## config.mk

```make
export PLATFORM = sky130hd
export DESIGN_NAME = hss_top
export DESIGN_NICKNAME = d
export VERILOG_FILES = /design/src/rtl/hss_pkg.sv /design/src/rtl/hss_top.sv /design/src/rtl/hss_strap_latch.sv
export VERILOG_INCLUDE_DIRS = /design/src /design/src/rtl
export SDC_FILE = /design/constraint.sdc
export NUM_CORES = 1
export LEC_CHECK = 0
export BUFFER_PORTS_ARGS = -buffer_cell sky130_fd_sc_hd__buf_2
export CAP_MARGIN = 20
export CELL_PAD_IN_SITES_DETAIL_PLACEMENT = 0
export CELL_PAD_IN_SITES_GLOBAL_PLACEMENT = 1
export CORE_ASPECT_RATIO = 1.5
export CORE_UTILIZATION = 36
export DETAILED_ROUTE_END_ITERATION = 8
export PLACE_DENSITY = 0.9
export SYNTH_ARGS = -nofsm -noshare
export SYNTH_HDL_FRONTEND = slang
export SYNTH_SLANG_ARGS = --single-unit
```

## constraint.sdc

```tcl
create_clock -name aclk -period 4.1 [get_ports aclk]
set_input_delay 0.41 -clock aclk [delete_from_list [all_inputs] [get_ports aclk]]
set_output_delay 0.41 -clock aclk [all_outputs]
set_load 0.01 [all_outputs]
```

## src/rtl/hss_cfg.svh

```systemverilog
// constants for the hub strap sampling and status block
// assumes a 32-bit axi4-lite register bus and a 40 MHz aclk
`ifndef HSS_CFG_SVH
`define HSS_CFG_SVH

// ****************************************
// bus shape
// ****************************************
`define HSS_ADDR_W        8
`define HSS_DATA_W        32

// ****************************************
// register byte offsets
// ****************************************
`define HSS_CTRL_ADDR     8'h00
`define HSS_STAT_ADDR     8'h04

// ****************************************
// control fields and reset value
// ****************************************
`define HSS_CTRL_CONF_BIT 0
`define HSS_CTRL_SUSP_BIT 1
`define HSS_CTRL_W        2
`define HSS_CTRL_RST      2'h0

// ****************************************
// status fields
// ****************************************
`define HSS_ST_SEL_LSB    0
`define HSS_ST_METH_LSB   3
`define HSS_ST_FIX_LSB    5
`define HSS_ST_POL_BIT    8
`define HSS_ST_PWR_BIT    9
`define HSS_ST_C48_BIT    10
`define HSS_ST_SEN_BIT    11
`define HSS_ST_RST_BIT    12
`define HSS_ST_TST_BIT    13
`define HSS_ST_LED_BIT    14

// ****************************************
// response codes and timing
// ****************************************
`define HSS_RESP_OKAY     2'h0
`define HSS_RESP_SLVERR   2'h2
`define HSS_CLK_HZ        40000000
`define HSS_RST_MIN_NS    1000
`define HSS_RST_MIN_CYC   ((`HSS_RST_MIN_NS * (`HSS_CLK_HZ / 1000000) + 999) / 1000)

`endif

```

## src/rtl/hss_pkg.sv

```systemverilog
// types shared by the strap sampling block and its bench
// assumes hss_cfg.svh is on the include path
`include "hss_cfg.svh"

package hss_pkg;

  typedef struct packed {
    logic                    awvalid;
    logic [`HSS_ADDR_W-1:0]  awaddr;
    logic                    wvalid;
    logic [`HSS_DATA_W-1:0]  wdata;
    logic [3:0]              wstrb;
    logic                    bready;
    logic                    arvalid;
    logic [`HSS_ADDR_W-1:0]  araddr;
    logic                    rready;
  } hss_axi_req_t;

  typedef struct packed {
    logic                    awready;
    logic                    wready;
    logic                    bvalid;
    logic [1:0]              bresp;
    logic                    arready;
    logic                    rvalid;
    logic [`HSS_DATA_W-1:0]  rdata;
    logic [1:0]              rresp;
  } hss_axi_rsp_t;

  typedef enum logic [1:0] {
    HSS_METH_DEFAULT = 2'b00,
    HSS_METH_SMBUS   = 2'b01,
    HSS_METH_EEPROM  = 2'b10
  } hss_method_t;

  typedef struct packed {
    logic [2:0]   sel;
    hss_method_t  method;
    logic         strap_en;
    logic [2:0]   fixed_mask;
    logic         led_low;
    logic         self_pwr;
    logic         clk48;
  } hss_strap_t;

endpackage

```

## src/rtl/hss_top.sv

```systemverilog
// hub strap sampling, suspend indicator and axi4-lite status registers
// assumes all pins are synchronous to aclk; the pad ring resolves the
// shared indicator pin from led_pin_out and led_pin_oe_n
//
// Functional notes
// - the upper method-select strap is captured when the hub reset input rises.
// - on the small package the upper method-select bit is always zero.
// - with the reset input tied high, reset lasts until the supplies are stable.
// - the suspend indicator is asserted only while configured and not suspended.
// - fixed-port code 00 none, 01 port 1, 10 ports 1-2, 11 ports 1-3.
// - the indicator is active high for codes 00 and 10, active low for 01 and 11.
// - an external clock runs 24 MHz mode with rate select 0, 48 MHz mode with 1.
// - the 48 MHz external clock option exists only on the large package.
// - a pulled-down test input enables an xnor continuity check over the pins.
// - the two lower method-select straps are captured the same way.
//
// The placing of the registers and the AXI4-Lite slave port were left to the implementer.
`timescale 1ns/1ps
`default_nettype none
`include "hss_cfg.svh"

module hss_top
  import hss_pkg::*;
#(
  parameter bit PKG_LARGE = 1'b1
)
(
  input  wire logic               aclk,
  input  wire logic               aresetn,
  input  wire logic               aclken,
  input  wire hss_pkg::hss_axi_req_t axi_req,
  output hss_pkg::hss_axi_rsp_t   axi_rsp,
  input  wire logic               hub_reset_n,
  input  wire logic               supply_stable,
  input  wire logic               config_method_select_b2,
  input  wire logic               config_method_select_b1,
  input  wire logic               config_method_select_b0,
  input  wire logic               fixed_port_strap_hi,
  input  wire logic               ext_clock_rate_select,
  input  wire logic               oscillator_external,
  input  wire logic               test_enable,
  input  wire logic               led_pin_in,
  output logic                    led_pin_out,
  output logic                    led_pin_oe_n,
  output logic                    hub_in_reset,
  output logic [2:0]              fixed_port_mask,
  output logic [1:0]              config_method,
  output logic                    self_powered,
  output logic                    clk48_mode,
  output logic                    continuity_out
);

  // ****************************************
  // internal hub reset
  // ****************************************
  // por stands in for the pin when it is tied high
  wire logic hub_run;
  assign hub_run = hub_reset_n & supply_stable;

  hss_strap_t straps;

  hss_strap_latch #(
    .PKG_LARGE    (PKG_LARGE)
  ) u_latch (
    .aclk         (aclk),
    .aresetn      (aresetn),
    .aclken       (aclken),
    .hub_run      (hub_run),
    .sel_b2       (config_method_select_b2),
    .sel_b1       (config_method_select_b1),
    .sel_b0       (config_method_select_b0),
    .fix_hi       (fixed_port_strap_hi),
    .fix_lo       (led_pin_in),
    .rate_sel     (ext_clock_rate_select),
    .osc_external (oscillator_external),
    .straps       (straps)
  );

  // ****************************************
  // register state
  // ****************************************
  logic [`HSS_CTRL_W-1:0]  ctrl_ff;
  logic                    awready_ff;
  logic                    wready_ff;
  logic                    bvalid_ff;
  logic [1:0]              bresp_ff;
  logic                    arready_ff;
  logic                    rvalid_ff;
  logic [`HSS_DATA_W-1:0]  rdata_ff;
  logic [1:0]              rresp_ff;
  logic                    aw_got_ff;
  logic                    w_got_ff;
  logic [`HSS_ADDR_W-1:0]  awaddr_ff;
  logic [`HSS_DATA_W-1:0]  wdata_ff;
  logic [3:0]              wstrb_ff;

  logic                    led_out_ff;
  logic                    led_oe_n_ff;
  logic                    in_reset_ff;
  logic [2:0]              fix_mask_ff;
  logic [1:0]              method_ff;
  logic                    self_pwr_ff;
  logic                    clk48_ff;
  logic                    cont_ff;

  // ****************************************
  // decode helpers
  // ****************************************
  function automatic logic known_addr(input logic [`HSS_ADDR_W-1:0] a);
    return (a == `HSS_CTRL_ADDR) || (a == `HSS_STAT_ADDR);
  endfunction

  wire logic aw_hs;
  wire logic w_hs;
  wire logic b_hs;
  wire logic ar_hs;
  wire logic r_hs;
  wire logic do_wr;
  wire logic wr_ctrl;
  wire logic nxt_aw_got;
  wire logic nxt_w_got;
  wire logic nxt_bvalid;
  wire logic nxt_rvalid;
  wire logic [1:0] nxt_bresp;
  wire logic [1:0] nxt_rresp;
  wire logic [`HSS_CTRL_W-1:0] nxt_ctrl;

  assign aw_hs = axi_req.awvalid & awready_ff;
  assign w_hs  = axi_req.wvalid & wready_ff;
  assign b_hs  = bvalid_ff & axi_req.bready;
  assign ar_hs = axi_req.arvalid & arready_ff;
  assign r_hs  = rvalid_ff & axi_req.rready;

  // address and data may arrive in either order; commit once both held
  assign do_wr      = aw_got_ff & w_got_ff & ~bvalid_ff;
  assign wr_ctrl    = do_wr & (awaddr_ff == `HSS_CTRL_ADDR) & wstrb_ff[0];
  assign nxt_aw_got = do_wr ? 1'b0 : (aw_got_ff | aw_hs);
  assign nxt_w_got  = do_wr ? 1'b0 : (w_got_ff | w_hs);
  assign nxt_bvalid = do_wr | (bvalid_ff & ~b_hs);
  assign nxt_rvalid = ar_hs | (rvalid_ff & ~r_hs);
  assign nxt_bresp  = known_addr(awaddr_ff) ? `HSS_RESP_OKAY : `HSS_RESP_SLVERR;
  assign nxt_rresp  = known_addr(axi_req.araddr) ? `HSS_RESP_OKAY : `HSS_RESP_SLVERR;
  // status is read-only; writes to it answer okay and change nothing
  assign nxt_ctrl   = wr_ctrl ? wdata_ff[`HSS_CTRL_W-1:0] : ctrl_ff;

  // ****************************************
  // status word
  // ****************************************
  wire logic [`HSS_DATA_W-1:0] status_word;
  wire logic [`HSS_DATA_W-1:0] nxt_rdata;

  assign status_word = {
    17'h0_0000,
    led_out_ff,
    test_enable,
    in_reset_ff,
    straps.strap_en,
    straps.clk48,
    straps.self_pwr,
    straps.led_low,
    straps.fixed_mask,
    straps.method,
    straps.sel
  };

  assign nxt_rdata =
    (axi_req.araddr == `HSS_CTRL_ADDR) ? {30'h0000_0000, ctrl_ff} :
    (axi_req.araddr == `HSS_STAT_ADDR) ? status_word :
                                         32'h0000_0000;

  // ****************************************
  // axi write channel
  // ****************************************
  always_ff @(posedge aclk)
  begin
    if (!aresetn)
    begin
      aw_got_ff  <= 1'b0;
      w_got_ff   <= 1'b0;
      awaddr_ff  <= '0;
      wdata_ff   <= '0;
      wstrb_ff   <= 4'h0;
      awready_ff <= 1'b1;
      wready_ff  <= 1'b1;
      bvalid_ff  <= 1'b0;
      bresp_ff   <= `HSS_RESP_OKAY;
      ctrl_ff    <= `HSS_CTRL_RST;
    end
    else if (aclken)
    begin
      if (aw_hs)
      begin
        awaddr_ff <= axi_req.awaddr;
      end
      if (w_hs)
      begin
        wdata_ff <= axi_req.wdata;
        wstrb_ff <= axi_req.wstrb;
      end
      if (do_wr)
      begin
        bresp_ff <= nxt_bresp;
      end
      aw_got_ff  <= nxt_aw_got;
      w_got_ff   <= nxt_w_got;
      bvalid_ff  <= nxt_bvalid;
      awready_ff <= ~nxt_aw_got & ~nxt_bvalid;
      wready_ff  <= ~nxt_w_got & ~nxt_bvalid;
      ctrl_ff    <= nxt_ctrl;
    end
  end

  // ****************************************
  // axi read channel
  // ****************************************
  always_ff @(posedge aclk)
  begin
    if (!aresetn)
    begin
      arready_ff <= 1'b1;
      rvalid_ff  <= 1'b0;
      rdata_ff   <= '0;
      rresp_ff   <= `HSS_RESP_OKAY;
    end
    else if (aclken)
    begin
      if (ar_hs)
      begin
        rdata_ff <= nxt_rdata;
        rresp_ff <= nxt_rresp;
      end
      rvalid_ff  <= nxt_rvalid;
      arready_ff <= ~nxt_rvalid;
    end
  end

  assign axi_rsp = '{
    awready : awready_ff,
    wready  : wready_ff,
    bvalid  : bvalid_ff,
    bresp   : bresp_ff,
    arready : arready_ff,
    rvalid  : rvalid_ff,
    rdata   : rdata_ff,
    rresp   : rresp_ff
  };

  // ****************************************
  // indicator pin and continuity
  // ****************************************
  wire logic led_asserted;
  wire logic nxt_led_out;
  wire logic nxt_cont;

  assign led_asserted = ctrl_ff[`HSS_CTRL_CONF_BIT] &
                        ~ctrl_ff[`HSS_CTRL_SUSP_BIT];
  assign nxt_led_out  = led_asserted ^ straps.led_low;
  // pull-down keeps the check off when the test input floats
  assign nxt_cont     = test_enable &
                        ~^{config_method_select_b2, config_method_select_b1,
                           config_method_select_b0, fixed_port_strap_hi,
                           ext_clock_rate_select, hub_reset_n,
                           led_pin_in};

  // pin floats while in reset so its strap level can be sampled;
  // relies on the source holding reset low for well over a cycle
  always_ff @(posedge aclk)
  begin
    if (!aresetn)
    begin
      led_out_ff  <= 1'b0;
      led_oe_n_ff <= 1'b1;
      in_reset_ff <= 1'b1;
      fix_mask_ff <= 3'h0;
      method_ff   <= 2'h0;
      self_pwr_ff <= 1'b0;
      clk48_ff    <= 1'b0;
      cont_ff     <= 1'b0;
    end
    else if (aclken)
    begin
      led_out_ff  <= nxt_led_out;
      led_oe_n_ff <= ~(hub_run & ~in_reset_ff);
      in_reset_ff <= ~hub_run;
      fix_mask_ff <= straps.fixed_mask;
      method_ff   <= straps.method;
      self_pwr_ff <= straps.self_pwr;
      clk48_ff    <= straps.clk48;
      cont_ff     <= nxt_cont;
    end
  end

  assign led_pin_out     = led_out_ff;
  assign led_pin_oe_n    = led_oe_n_ff;
  assign hub_in_reset    = in_reset_ff;
  assign fixed_port_mask = fix_mask_ff;
  assign config_method   = method_ff;
  assign self_powered    = self_pwr_ff;
  assign clk48_mode      = clk48_ff;
  assign continuity_out  = cont_ff;

endmodule
`default_nettype wire

```

## src/rtl/hss_strap_latch.sv

```systemverilog
// strap capture on release of the internal hub reset
// assumes strap inputs are synchronous to aclk and stable at release
`timescale 1ns/1ps
`default_nettype none
`include "hss_cfg.svh"

module hss_strap_latch
  import hss_pkg::*;
#(
  parameter bit PKG_LARGE = 1'b1
)
(
  input  wire logic            aclk,
  input  wire logic            aresetn,
  input  wire logic            aclken,
  input  wire logic            hub_run,
  input  wire logic            sel_b2,
  input  wire logic            sel_b1,
  input  wire logic            sel_b0,
  input  wire logic            fix_hi,
  input  wire logic            fix_lo,
  input  wire logic            rate_sel,
  input  wire logic            osc_external,
  output hss_pkg::hss_strap_t  straps
);

  // ****************************************
  // decode
  // ****************************************
  function automatic hss_method_t method_of(input logic [2:0] s);
    hss_method_t m;
    m = HSS_METH_DEFAULT;
    if (!s[2] && s[0])
    begin
      m = s[1] ? HSS_METH_EEPROM : HSS_METH_SMBUS;
    end
    return m;
  endfunction

  logic        run_q_ff;
  hss_strap_t  straps_ff;
  hss_strap_t  nxt_straps;
  wire logic   release_edge;
  wire logic   b2_eff;
  wire logic [2:0] sel_now;
  wire logic   strap_en_now;
  wire logic [1:0] fix_now;

  assign release_edge = hub_run & ~run_q_ff;
  assign b2_eff       = PKG_LARGE ? sel_b2 : 1'b0;
  assign sel_now      = {b2_eff, sel_b1, sel_b0};
  // strap overrides only live in the two default-with-straps codes
  assign strap_en_now = ~sel_now[2] & ~sel_now[0];
  assign fix_now      = strap_en_now ? {fix_hi, fix_lo} : 2'b00;

  always_comb
  begin
    nxt_straps            = straps_ff;
    nxt_straps.sel        = sel_now;
    nxt_straps.method     = method_of(sel_now);
    nxt_straps.strap_en   = strap_en_now;
    nxt_straps.fixed_mask = {fix_now == 2'b11, fix_now[1], |fix_now};
    nxt_straps.led_low    = fix_now[0];
    nxt_straps.self_pwr   = fix_lo;
    // 48 MHz input only exists on the large package
    nxt_straps.clk48      = PKG_LARGE & osc_external & rate_sel;
  end

  // ****************************************
  // capture, then hold until next release
  // ****************************************
  always_ff @(posedge aclk)
  begin
    if (!aresetn)
    begin
      run_q_ff  <= 1'b0;
      straps_ff <= '0;
    end
    else if (aclken)
    begin
      run_q_ff <= hub_run;
      if (release_edge)
      begin
        straps_ff <= nxt_straps;
      end
    end
  end

  assign straps = straps_ff;

endmodule
`default_nettype wire

```

==> results.md <==
- Status: completed
- Die Area: 7690 um2
- Worst slew pin tran: 862.4 ps
- Post-synth top cells: 61 x dfxtp_1, 44 x nand2_1, 27 x nor2b_1, 26 x buf_4, 22 x a21boi_0
- Async SR Flop Fraction: 0%
- Pwr/cell area: 415.7 nW/um2
- Crit path largest cell delay: 780 ps
- Yosys top cell area share: 46.23%
- Setup Total Neg Slack: 0 ps
- DR iter-0 viols: 85
- Wire per inst: 12.04 um
- Slowest CP cell: nor4_4
- Hpwl dp: 3770 um
- Clock tree buffer depth: 2
- Worst Path Required: 4370 ps
- Total clock sinks: 61
- Post-Route Utilization: 45.16%
- Min cycle time layout: 2114 ps
- First-pass GRT wire length: 8949 um
- Via count: 2062
- Number of library cell types mapped by synthesis: 36
- Hold Crit Class: in -> reg
- Post-CTS Setup Bufs: 0
- Crit-path max FO: 28
- Nets: 416
- Number of synthesized register bits: 61
- Chip Width: 71.94 um
- Post-synthesis sequential area ratio: 46.23%
- Count of input and output buffers: 69
- Slew Limit Fails: 0
- R2R cell count: 5
- Ys flop type: dfxtp_1
- Reg2reg end: rdata_ff[6]
- FF-to-FF Start: arready_ff
- Site Rows: 37
- Fraction of layout cells with a size suffix above 1: 25.43%
- TritonCTS clock tree: yes
- Chip height: 106.9 um
- Antenna diode count: 0
- MaxCap Viol Count: 0
- Fillers: 708
- Layout Area Growth over Synthesis: 19.52%
- Post_cts resized: 0
- CP arrival: 2380 ps
- Maximum clock frequency: 473.1 MHz
- Setup slack, reg-to-reg: 2220 ps
- Starting density of the core: 37.78%
- Slew HR: 42.08%
- YS warnings: 0
- P_leak: 1.383 nW
- Clk slew on worst S/H paths: 70 ps
- Drt via density: 4.613
- RSZ-0062 raised after global routing: no
- Worst vdd ir: 0.0001878 V
- Initial antenna violation count: 0
- Crit Path Category: in -> reg
- Total Wirelength: 5382 um
- Synth Instances: 285
- Ranking of synthesized cells by area: dfxtp_1 46%, buf_4 7.4%, nor2b_1 6.4%
- Critical path destination: rdata_ff[6]
- Pre-antenna DRT Iters: 4
- Critical path, cell by cell: buf_2, nand3_1, buf_4, nor4_4, a22oi_1, nor2b_1
- TritonCTS Buffers: 9
- Largest area contributor in the netlist: dfxtp_1
- Gr ovfl total: 0
- Vias in the first global route: 1952
- Worst Hold Depth: 3
- Final-report hold violation count: 0
- All-layer global routing usage: 15.41%
- GPL Wtd Cong: 0.7605
- Worst-skew pair later-pin latency: 330 ps
- Post-Synthesis Cell Area: 2641 um2
- Core area: 6990 um2
- Critical path endpoint category: flip-flop
- Final ANT Viol Nets: 0
- Clock Skews: 9.678 ps
- Crit share post-route: 51.56%
- Clk root buf: clkbuf_8
- # IOs: 122
- Syn Area/Cell: 9.268 um2
- Most common cell in the netlist: dfxtp_1
- Post-synth EDFFs: 0
- Final setup viols: 0
- Drt drc: 0
- Origin of the worst setup path: aclken
- Cts hold-fix bufs: 0
- Htree depth: 3
- Largest net degree at the start of global routing: 62
- Worst setup SP type: primary input
[worst min path at each step]
stage | from | end
after floorplan | awaddr_ff[6] | awaddr_ff[6]
after global placement | awaddr_ff[6] | awaddr_ff[6]
after detailed placement | u_latch.straps[11] | u_latch.straps[11]
after CTS | axi_req[50] | awaddr_ff[2]
after global routing | axi_req[50] | awaddr_ff[2]
final | axi_req[52] | awaddr_ff[4]
[layer usage]
| metal | part of all wire, % | GRT usage, % | vias to the layer above |
|---|---|---|---|
| met5 | 0 | 0 | - |
| met1 | 42 | 16.69 | 951 |
| met3 | 5.5 | 6.203 | 2 |
| met2 | 52 | 26.75 | 60 |
| met4 | 0.43 | 5.462 | 0 |
| li1 | - | - | 1049 |
[placed cells by master (no fill, tap or decap), types with 2 or more instances in the layout]
cell type / Yosys / final
nand4b_1: 2 / 2
o21ai_1: 2 / 2
o211a_1: 2 / 2
clkbuf_8: 0 / 10
conb_1: 1 / 19
nand3_1: 9 / 9
o221ai_1: 2 / 2
xnor2_1: 7 / 7
nand2b_1: 3 / 3
nor2b_1: 27 / 27
inv_1: 5 / 5
mux2i_1: 15 / 15
a22oi_1: 14 / 14
o21ai_0: 4 / 4
a21o_1: 2 / 2
a21boi_0: 22 / 22
nand2_1: 44 / 44
and2_1: 2 / 2
a21oi_1: 3 / 3
nand4_1: 2 / 2
bufinv_16: 0 / 2
nor2_1: 5 / 5
buf_2: 0 / 69
dfxtp_1: 61 / 61
[cell families (layout without fill, tap and decap cells)]
| logic type | Yosys count | after routing | synth area share [%] |
|---|---|---|---|
| multiplexers | 15 | 15 | 5.684 |
| AND/OR/NAND/NOR | 106 | 106 | 21.60 |
| AO/OA/AOI/OAI | 52 | 52 | 14.21 |
| flip-flops | 61 | 61 | 46.23 |
| XOR/XNOR | 7 | 7 | 2.321 |
| buffers and inverters | 43 | 90 | 9.806 |
| other | 1 | 19 | 0.1420 |
[state kept, by name, indices dropped and copies added (netlist names)]
register / cells
fixed_port_mask: 3
bresp_ff: 1
clk48_mode: 1
awaddr_ff: 8
rresp_ff: 1
wready_ff: 1
rvalid_ff: 1
u_latch.straps: 12
u_latch.run_q_ff: 1
aw_got_ff: 1
wstrb_ff: 1
config_method: 2
led_pin_out: 1
awready_ff: 1
self_powered: 1
w_got_ff: 1
led_pin_oe_n: 1
bvalid_ff: 1
rdata_ff: 15
hub_in_reset: 1
continuity_out: 1
wdata_ff: 2
arready_ff: 1
ctrl_ff: 2
[power breakdown]
group          switching (W)  internal, W  leakage (nW)  total (W)
Clock               0.000225     0.000355         0.105   0.000580
Sequential         0.0000105     0.000609         0.495   0.000619
Combinational      0.0000640    0.0000492         0.783   0.000113
[final cells by class]
class | instances | area, um2 | area share [%]
clock inverter | 4 | 72.57 | 2.299
sequential | 61 | 1221 | 38.68
inverter | 5 | 18.77 | 0.5945
multi-input combinational | 199 | 1229 | 38.92
tap | 97 | 121.4 | 3.845
timing repair buffer | 70 | 352.8 | 11.18
clock buffer | 11 | 141.4 | 4.479
[worst max-delay path: cells and delay by family]
family	cells	cell delay, ps
and+or+nand+nor	3	1090
buffers and inverters	2	710
AOI/OAI and AO/OA	1	150
[through the flow]
stage | power (W) | area (um2) | hold WS [ps] | cells | worst slack, ps
finish | 0.001312 | 3157 | 322.9 | 447 | 1986
global route | 0.001371 | 3157 | 302.5 | 447 | 1811
CTS | 0.001329 | 3157 | 303.0 | 447 | 1939
detailed placement | 0.0007472 | 2943 | 459.2 | 432 | 1586
global placement | 0.0007453 | 2943 | 455.4 | 432 | 1657
floorplan | 0.0007229 | 2709 | 443.1 | 303 | 2345
Note: power is estimated with default switching activity, not from simulation.
